## src/design/serial_line_pkg.sv

```systemverilog
// Package: mode encodings, pin levels and timing constants for the serial line controller
package serial_line_pkg;

	typedef enum logic [1:0] {
		mode_rs232,
		mode_diff_full,
		mode_diff_half
	} line_mode_t;

	localparam int  CLK_HZ             = 125_000_000;
	localparam int  SLOW_MAX_BAUD      = 250_000;
	localparam int  RS232_MAX_BAUD     = 1_000_000;
	localparam int  DIFF_MAX_BAUD      = 10_000_000;
	localparam int  LAMP_COUNT         = 5;
	localparam int  DIV_WIDTH          = 16;
	localparam int  DATA_BITS          = 8;
	localparam int  FIFO_DEPTH_DEFAULT = 32;
	// Shortest legal bit period in clocks at each ceiling (rounded up)
	localparam int  SLOW_MIN_DIV  = (CLK_HZ + SLOW_MAX_BAUD - 1) / SLOW_MAX_BAUD;
	localparam int  RS232_MIN_DIV = (CLK_HZ + RS232_MAX_BAUD - 1) / RS232_MAX_BAUD;
	localparam int  DIFF_MIN_DIV  = (CLK_HZ + DIFF_MAX_BAUD - 1) / DIFF_MAX_BAUD;
	localparam logic LAMP_ON        = 1'b0;
	localparam logic LAMP_OFF       = 1'b1;
	localparam logic BOARD_RESET_IDLE = 1'b1;
	localparam logic LINE_IDLE      = 1'b1;
	localparam logic [DIV_WIDTH-1:0] DIV_RESET = 16'h01F4;

endpackage : serial_line_pkg

```

## src/design/byte_fifo.sv

```systemverilog
// Synchronous FIFO with valid/ready on both sides
`timescale 1ns/1ps
`default_nettype none
module byte_fifo #(
	parameter int WIDTH = 8,
	parameter int DEPTH = 32
) (
	input  wire logic             clk,      // System clock
	input  wire logic             rst_n,    // Async reset, active low
	input  wire logic [WIDTH-1:0] in_data,  // Write data
	input  wire logic             in_valid, // Write request
	output logic                  in_ready, // Not full
	output logic      [WIDTH-1:0] out_data, // Head word
	output logic                  out_valid,// Not empty
	input  wire logic             out_ready // Read accept
);
	localparam int AW = $clog2(DEPTH);

	logic [WIDTH-1:0] mem [DEPTH];
	logic [AW-1:0]    wr_ptr;
	logic [AW-1:0]    rd_ptr;
	logic [AW:0]      count;

	wire do_wr = in_valid && in_ready;
	wire do_rd = out_valid && out_ready;

	assign in_ready  = (count != (AW+1)'(DEPTH));
	assign out_valid = (count != '0);
	assign out_data  = mem[rd_ptr];

	always_ff @(posedge clk) begin
		if (do_wr)
			mem[wr_ptr] <= in_data;
	end

	always_ff @(posedge clk or negedge rst_n) begin
		if (!rst_n) begin
			wr_ptr <= '0;
			rd_ptr <= '0;
			count  <= '0;
		end else begin
			if (do_wr)
				wr_ptr <= (wr_ptr == AW'(DEPTH-1)) ? '0 : wr_ptr + 1'b1;
			if (do_rd)
				rd_ptr <= (rd_ptr == AW'(DEPTH-1)) ? '0 : rd_ptr + 1'b1;
			count <= count + (AW+1)'(do_wr) - (AW+1)'(do_rd);
		end
	end
endmodule : byte_fifo
`default_nettype wire

```

## src/design/serial_line_transceiver_ctrl.sv

```systemverilog
// Controller that drives the multi-protocol line transceiver and runs the UART
`timescale 1ns/1ps
`default_nettype none
import serial_line_pkg::*;

//////////////////////////////////////////////////////////////////////////////
// Behaviour
// - RS232: fast high unless slew limited, diff low, half low
// - RS232: lane b is RTS/CTS or channel
// - RS232 1M fast, else 250k limit
// - Full duplex: fast high unless slew limited, diff high
// - Half duplex: diff and half high, fast high unless slew limited
// - Differential: input b is driver enable
// - Differential: receive only from output b
// - Half duplex: enable drives direction, default off
// - Differential 10M fast, else 250k limit
// - Lamp lights when its pin is low
// - Board reset request held high
// - Unused lamps driven high
module serial_line_transceiver_ctrl
	import serial_line_pkg::*;
#(
	parameter int FIFO_DEPTH = FIFO_DEPTH_DEFAULT
) (
	input  wire logic                  clk,                   // 125 MHz clock
	input  wire logic                  rst_n,                 // Async reset, active low
	// User side
	input  wire line_mode_t            mode_req,              // Requested line mode
	input  wire logic                  slow_slew_req,         // Request slew limiting
	input  wire logic [DIV_WIDTH-1:0]  baud_div,              // Clocks per bit
	input  wire logic                  aux_mode_flow,         // RS232 lane b: 1 RTS/CTS, 0 channel
	input  wire logic                  respond_req,           // Half duplex: allowed to talk
	input  wire logic [DATA_BITS-1:0]  tx_data,               // Byte to send
	input  wire logic                  tx_valid,              // Byte offered
	output logic                       tx_ready,              // FIFO has room
	output logic [DATA_BITS-1:0]       rx_data,               // Received byte
	output logic                       rx_valid,              // One-cycle received pulse
	output logic                       rx_frame_err,          // Stop bit low, pulse
	input  wire logic                  aux_tx,                // RS232 lane b data/RTS
	output logic                       aux_rx,                // RS232 lane b data/CTS
	input  wire logic [LAMP_COUNT-1:0] lamp_on,               // Lamp requests, high lights
	output logic                       mode_busy,             // Mode change pending
	output logic                       baud_too_fast,         // Divider below legal floor
	// Transceiver side
	output logic                       fast_slew_select,      // Slew-fast select
	output logic                       diff_protocol_select,  // Differential protocol
	output logic                       half_duplex_select,    // Half duplex
	output logic                       tx_logic_in_a,         // Serial data out
	output logic                       tx_logic_in_b,         // RS232 lane b or driver enable
	input  wire logic                  rx_logic_out_a,        // RS232 lane a receive
	input  wire logic                  rx_logic_out_b,        // Lane b / differential receive
	output logic [LAMP_COUNT-1:0]      status_lamp_n,         // Lamps, active low
	output logic                       board_reset_request_n  // Board reset, held high
);
	typedef enum logic [1:0] {tx_idle, tx_start, tx_bits, tx_stop} tx_state_t;
	typedef enum logic [1:0] {rx_idle, rx_start, rx_bits, rx_stop} rx_state_t;

	//////////////////////////////////////////////////////////////////////////
	// Pin synchronisers
	logic ra_s1, ra_s2, rb_s1, rb_s2;
	// Lane choice trails the protocol pin by the synchroniser depth, so a
	// mode switch never shows the old lane's level as a start bit
	logic lane_b_d1, lane_b_d2;
	always_ff @(posedge clk or negedge rst_n) begin
		if (!rst_n) begin
			{ra_s1, ra_s2, rb_s1, rb_s2} <= {4{LINE_IDLE}};
			lane_b_d1                    <= 1'b0;
			lane_b_d2                    <= 1'b0;
		end else begin
			{ra_s1, ra_s2} <= {rx_logic_out_a, ra_s1};
			{rb_s1, rb_s2} <= {rx_logic_out_b, rb_s1};
			lane_b_d1      <= diff_protocol_select;
			lane_b_d2      <= lane_b_d1;
		end
	end

	//////////////////////////////////////////////////////////////////////////
	// Mode
	line_mode_t mode;
	logic       slow;
	tx_state_t  tst;
	rx_state_t  rst_s;
	logic       tx_logic_in_b_drv;
	wire        diff_mode = (mode != mode_rs232);
	wire        line_quiet = (tst == tx_idle) && (rst_s == rx_idle) && !tx_logic_in_b_drv;
	wire        mode_change = (mode_req != mode) || (slow_slew_req != slow);

	always_ff @(posedge clk or negedge rst_n) begin
		if (!rst_n) begin
			mode <= mode_rs232;
			slow <= 1'b0;
		end else if (mode_change && (line_quiet || !diff_mode)
				&& tst == tx_idle && rst_s == rx_idle) begin
			mode <= mode_req;
			slow <= slow_slew_req;
		end
	end

	wire next_fast = !slow;
	wire next_diff = (mode != mode_rs232);
	wire next_half = (mode == mode_diff_half);

	// Bit period floor depends on mode and slew setting
	wire [DIV_WIDTH-1:0] min_div = slow ? DIV_WIDTH'(SLOW_MIN_DIV)
		: diff_mode ? DIV_WIDTH'(DIFF_MIN_DIV) : DIV_WIDTH'(RS232_MIN_DIV);
	wire [DIV_WIDTH-1:0] eff_div = (baud_div < min_div) ? min_div : baud_div;

	//////////////////////////////////////////////////////////////////////////
	// Transmit FIFO
	logic [DATA_BITS-1:0] f_data;
	logic                 f_valid;
	logic                 f_ready;

	byte_fifo #(.WIDTH(DATA_BITS), .DEPTH(FIFO_DEPTH)) u_fifo (
		.clk      (clk),
		.rst_n    (rst_n),
		.in_data  (tx_data),
		.in_valid (tx_valid),
		.in_ready (tx_ready),
		.out_data (f_data),
		.out_valid(f_valid),
		.out_ready(f_ready)
	);

	//////////////////////////////////////////////////////////////////////////
	// Transmitter
	logic [DIV_WIDTH-1:0] tcnt;
	logic [2:0]           tbit;
	logic [DATA_BITS-1:0] tsh;
	logic                 tline;
	wire                  ra_cts = rb_s2;  // CTS arrives on lane b, low means clear
	wire                  cts_ok = !(mode == mode_rs232 && aux_mode_flow) || !ra_cts;
	wire                  half_hold = (mode == mode_diff_half) && !respond_req;
	wire                  may_start = f_valid && cts_ok && !half_hold && !mode_change;
	wire                  tick = (tcnt == '0);

	assign f_ready = (tst == tx_idle) && may_start;

	tx_state_t            next_tst;
	logic [DIV_WIDTH-1:0] next_tcnt;
	logic [2:0]           next_tbit;
	logic [DATA_BITS-1:0] next_tsh;
	logic                 next_tline;

	always_comb begin
		next_tst   = tst;
		next_tcnt  = tick ? eff_div - 1'b1 : tcnt - 1'b1;
		next_tbit  = tbit;
		next_tsh   = tsh;
		next_tline = tline;
		case (tst)
			tx_idle: if (may_start) begin
				next_tst   = tx_start;
				next_tsh   = f_data;
				next_tcnt  = eff_div - 1'b1;
				next_tline = 1'b0;
			end
			tx_start: if (tick) begin
				next_tst   = tx_bits;
				next_tline = tsh[0];
				next_tsh   = tsh >> 1;
				next_tbit  = '0;
			end
			tx_bits: if (tick) begin
				if (tbit == 3'(DATA_BITS-1)) begin
					next_tst   = tx_stop;
					next_tline = LINE_IDLE;
				end else begin
					next_tline = tsh[0];
					next_tsh   = tsh >> 1;
					next_tbit  = tbit + 1'b1;
				end
			end
			tx_stop: if (tick)
				next_tst = tx_idle;
			default: next_tst = tx_idle;
		endcase
	end

	always_ff @(posedge clk or negedge rst_n) begin
		if (!rst_n) begin
			tst   <= tx_idle;
			tcnt  <= '0;
			tbit  <= '0;
			tsh   <= '0;
			tline <= LINE_IDLE;
		end else begin
			tst   <= next_tst;
			tcnt  <= next_tcnt;
			tbit  <= next_tbit;
			tsh   <= next_tsh;
			tline <= next_tline;
		end
	end

	//////////////////////////////////////////////////////////////////////////
	// Receiver: lane a in RS232, lane b in differential modes
	wire rx_line = lane_b_d2 ? rb_s2 : ra_s2;
	// Half duplex receive sees our own driving; ignore it while enabled
	wire rx_blank = (mode == mode_diff_half) && tx_logic_in_b_drv;
	logic [DIV_WIDTH-1:0] rcnt;
	logic [2:0]           rbit;
	logic [DATA_BITS-1:0] rsh;
	wire                  rtick = (rcnt == '0);

	rx_state_t            next_rst_s;
	logic [DIV_WIDTH-1:0] next_rcnt;
	logic [2:0]           next_rbit;
	logic [DATA_BITS-1:0] next_rsh;
	logic [DATA_BITS-1:0] next_rx_data;
	logic                 next_rx_valid;
	logic                 next_rx_frame_err;

	always_comb begin
		next_rst_s        = rst_s;
		next_rcnt         = rtick ? eff_div - 1'b1 : rcnt - 1'b1;
		next_rbit         = rbit;
		next_rsh          = rsh;
		next_rx_data      = rx_data;
		next_rx_valid     = 1'b0;
		next_rx_frame_err = 1'b0;
		case (rst_s)
			rx_idle: if (!rx_line && !rx_blank) begin
				next_rst_s = rx_start;
				next_rcnt  = DIV_WIDTH'(eff_div >> 1);
			end
			rx_start: if (rtick) begin
				next_rst_s = rx_line ? rx_idle : rx_bits;
				next_rbit  = '0;
			end
			rx_bits: if (rtick) begin
				next_rsh = {rx_line, rsh[DATA_BITS-1:1]};
				if (rbit == 3'(DATA_BITS-1))
					next_rst_s = rx_stop;
				else
					next_rbit = rbit + 1'b1;
			end
			rx_stop: if (rtick) begin
				next_rst_s        = rx_idle;
				next_rx_data      = rsh;
				next_rx_valid     = rx_line;
				next_rx_frame_err = !rx_line;
			end
			default: next_rst_s = rx_idle;
		endcase
	end

	always_ff @(posedge clk or negedge rst_n) begin
		if (!rst_n) begin
			rst_s        <= rx_idle;
			rcnt         <= '0;
			rbit         <= '0;
			rsh          <= '0;
			rx_data      <= '0;
			rx_valid     <= 1'b0;
			rx_frame_err <= 1'b0;
		end else begin
			rst_s        <= next_rst_s;
			rcnt         <= next_rcnt;
			rbit         <= next_rbit;
			rsh          <= next_rsh;
			rx_data      <= next_rx_data;
			rx_valid     <= next_rx_valid;
			rx_frame_err <= next_rx_frame_err;
		end
	end

	//////////////////////////////////////////////////////////////////////////
	// Pin drive, every output registered
	// Driver enable high only while a frame leaves, so a slave stays quiet
	wire next_b = diff_mode ? (tst != tx_idle) : aux_tx;
	assign tx_logic_in_b_drv = tx_logic_in_b;

	always_ff @(posedge clk or negedge rst_n) begin
		if (!rst_n) begin
			fast_slew_select      <= 1'b1;
			diff_protocol_select  <= 1'b0;
			half_duplex_select    <= 1'b0;
			tx_logic_in_a         <= LINE_IDLE;
			tx_logic_in_b         <= 1'b0;
			aux_rx                <= LINE_IDLE;
			status_lamp_n         <= {LAMP_COUNT{LAMP_OFF}};
			board_reset_request_n <= BOARD_RESET_IDLE;
			mode_busy             <= 1'b0;
			baud_too_fast         <= 1'b0;
		end else begin
			fast_slew_select      <= next_fast;
			diff_protocol_select  <= next_diff;
			half_duplex_select    <= next_half;
			tx_logic_in_a         <= tline;
			tx_logic_in_b         <= next_b;
			aux_rx                <= rb_s2;
			status_lamp_n         <= ~lamp_on;
			board_reset_request_n <= BOARD_RESET_IDLE;
			mode_busy             <= mode_change;
			baud_too_fast         <= (baud_div < min_div);
		end
	end
endmodule : serial_line_transceiver_ctrl
`default_nettype wire

```

## config.mk

```make
export PLATFORM = sky130hd
export DESIGN_NAME = serial_line_transceiver_ctrl
export DESIGN_NICKNAME = d
export VERILOG_FILES = /design/src/design/serial_line_pkg.sv /design/src/design/byte_fifo.sv /design/src/design/serial_line_transceiver_ctrl.sv
export SDC_FILE = /design/constraint.sdc
export NUM_CORES = 1
export LEC_CHECK = 0
export BUFFER_PORTS_ARGS = -buffer_cell sky130_fd_sc_hd__buf_2
export CAP_MARGIN = 10
export CORE_ASPECT_RATIO = 1.4
export CORE_MARGIN = 5
export CORE_UTILIZATION = 62
export DETAILED_ROUTE_END_ITERATION = 10
export PLACE_DENSITY = 0.84
export REMOVE_ABC_BUFFERS = 1
export SYNTH_ARGS = -nofsm -noshare
export SYNTH_HDL_FRONTEND = slang
export SYNTH_SLANG_ARGS = --single-unit
```

## constraint.sdc

```tcl
create_clock -name clk -period 3.6 [get_ports clk]
set_clock_uncertainty 0.2 [all_clocks]
set_input_delay 0.72 -clock clk [delete_from_list [all_inputs] [get_ports clk]]
set_output_delay 0.72 -clock clk [all_outputs]
set_load 0.005 [all_outputs]
```

==> impl_metrics.py <==
metrics = {
    "outcome": {
        "status": "completed",
    },
    "worst_hold_path": {
        "hold-path-cell-count": 1,
        "worstHoldPathType": "in -> reg",
    },
    "logic_synthesis": {
        "synth.distinct_cells": 81,
        "synth_seq_area_share": 0.6553,
        "synth_edf_count": 256,
        "yosysTopAreaCellShare": 0.4852,
        "synthArstFlopShare": 0.2948,
        "syn_inst": 1058,
        "yosys_most_used_dff": "edfxtp_1",
        "yosys.area.top_type": "edfxtp_1",
        "syn_area_per_cell_sq_um": 14.97,
        "yosys_warnings": 0,
        "synthTopCellsByArea": "edfxtp_1, dfrtp_1, mux4_2, ha_1, nor2_1",
        "ys_ff_latch": 363,
        "syn_area_sq_um": 15840,
    },
    "power": {
        "p_int_mw": 8.851,
        "swShare": 0.3131,
        "p_leak_nw": 6.579,
        "p_comb_frac": 0.275,
        "p_seq_frac": 0.435,
        "totalPowerFinal_mw": 12.88,
        "pwr-share-clk": 0.291,
        "p_per_area_nw_per_um2": 721.5,
        "ir_drop_mv": 0.6429,
        "p_sw_mw": 4.034,
    },
    "global_route": {
        "antenna_found_initial": 0,
        "grt-ovfl-total": 0,
        "grt_max_degree": 47,
        "grt_pass1_wl_microns": 55300,
        "grt_pass1_vias": 10030,
        "grtUsageTotal": 0.2422,
    },
    "run": {
        "drv_cap": 0,
    },
    "placed_design": {
        "post-place-cells": 1434,
        "place_area_sq_um": 16670,
        "gp_congestion": 0.9506,
        "dpl_worst_slack_ns": 0.1901,
        "dpl.hpwl_microns": 22380,
        "numPortBuffers": 63,
    },
    "worst_setup_path": {
        "worstPathRequired_ns": 3.79,
        "cp_max_fo": 6,
        "crit_path_end_kind": "flip-flop",
        "max_stage_delay_ns": 0.44,
        "cp_slowest_cell": "dfrtp_1",
        "startpoint_type": "flip-flop",
        "worstSetupPathDepth": 13,
        "reg2reg_slack_ns": 0.29,
        "worst-path-buf-inv": 1,
        "cp_top_family": "compound AO/OA/AOI/OAI gates",
        "crit_type": "reg -> reg",
        "reg2regPathDepth": 13,
        "path_cells": "o21bai_1, inv_1, ha_1, nand3_1, o221ai_1, o31a_1, mux2i_1, ha_1, nand3_1, xnor2_1, mux2i_1, a21oi_1, a21o_1",
        "arrival_ns": 3.50,
    },
    "clock_tree": {
        "numCtsBuffers": 35,
        "cts_tree": "built",
        "cts-root-buf": "clkbuf_16",
        "numClockSinks": 363,
        "htreeDepth": 2,
        "cts-resized-gates": 0,
        "clkTransAtPathRegs_ns": 0.06,
        "clk_latency_ns": 0.51,
        "cts.path.max_buffers": 3,
    },
    "drt": {
        "ant_nets": 0,
        "drt_iter0_markers": 826,
        "first_pass_iters": 5,
        "wl_per_cell_microns": 23.19,
        "vias": 9590,
        "vias_per_cell": 6.398,
        "drc_errors": 0,
        "routed_wl_microns": 34760,
    },
    "final_layout": {
        "n_fill_cell": 1585,
        "final_nets": 1227,
        "layout_commonest_cell": "edfxtp_1",
        "layout_common_cells": "edfxtp_1, nor2_1, dfrtp_1",
        "fin_util": 0.7060,
        "syn2layout_area_growth_pct": 12.73,
        "antennaDiodeCount": 0,
        "stdcell_area_sq_um": 17860,
        "drive_above_1_share": 0.2254,
        "final_cell_count_no_fill": 1499,
    },
    "sta": {
        "finalSetupViolations": 0,
        "fin_crit_sh": 0.9197,
        "fin_tns_setup_ns": 0,
        "slew-limit-headroom": 0.4136,
        "worst_pin_slew_ns": 0.8763,
        "rsz0062_at_grt": "false",
        "min_period_ns": 3.311,
        "clock.fmax_mhz": 302.0,
        "fin_ws_ns": 0.2890,
        "drv_slew": 0,
        "final_hold_viol_count": 0,
        "whs_ns": 0.1035,
    },
    "floorplanning": {
        "dieArea_sq_um": 28900,
        "die_x_microns": 145.1,
        "start_util": 0.6263,
        "die_h_microns": 199.1,
        "rows": 69,
        "core_area_sq_um": 25300,
        "ios": 65,
    },
}
## flip-flops by register name, indices dropped and copies added, names as in the netlist, 2 cells and up, named ones only
name,cells
mode,2
rbit,3
rcnt,16
rsh,8
rx_data,8
status_lamp_n,5
tbit,3
tcnt,16
tsh,8
tst,2
u_fifo.count,6
u_fifo.mem,256
u_fifo.rd_ptr,5
u_fifo.wr_ptr,5
## logic make-up (layout without fill, tap and decap cells)
group,Yosys count,after routing,share of synthesized area
DFF,363,363,0.6553
other,1,1,0.0002367
xor gates and xnor gates,43,43,0.02377
buffers and inverters,82,204,0.02282
and+or+nand+nor,293,293,0.09485
AOI/OAI and AO/OA,138,138,0.05694
adders and majority gates,34,34,0.02733
muxes,104,104,0.1188
## repair_timing
item	4_1_cts	5_1_grt
endpoints found under the hold margin	18	0
hold buffers	1	0
buffers inserted	0	0
## cell usage after synthesis (all sizes together) (8+ instances only)
cell type,n
mux2i,17
ha,33
xor2,19
dfstp,13
clkbuf,25
o221ai,8
o22ai,14
a21oi,31
inv,37
o21ai,37
nor4,13
mux4,65
dfrtp,94
xnor2,24
mux2,22
nand3,25
buf,19
edfxtp,256
nor3,40
nand2,65
nor2,99
## final timing paths
check	from	to
max in group asynchronous	rst_n	tline
worst max-delay path	mode[1]	rcnt[8]
worst max register to register	mode[1]	rcnt[8]
min in group asynchronous	rst_n	rx_data[3]
worst min register to register	lane_b_d1	lane_b_d2
worst min-delay path	rx_logic_out_a	ra_s1
## power groups by stage
stage                     Combinational, mW  Sequential [mW]  Clock [mW]
final                                  3.54             5.60        3.74
after global routing                   3.88             5.66        4.00
after CTS                              3.53             5.59        3.81
after detailed placement               3.46             5.65           0
after global placement                 3.33             5.61           0
after floorplan                        2.40             5.67           0
## per-layer routing
metal	vias to the layer above	GRT usage	part of all wire
met5	-	0	0
met4	0	0.09506	0.040
met3	102	0.04424	0.066
met2	425	0.4441	0.53
met1	4829	0.2846	0.36
li1	4234	-	-
## layout make-up
class                           count  area (sq um)  share of cell area
Tap cell                          319         399.1             0.02235
Clock inverter                     23         259.0             0.01450
Multi-Input combinational cell    613          5100              0.2856
Sequential cell                   363         10390              0.5815
Inverter                           38         145.1            0.008127
Clock buffer                       41         919.6             0.05149
Timing Repair Buffer              102         650.6             0.03643
No activity file was read; power rests on OpenSTA's default activity.
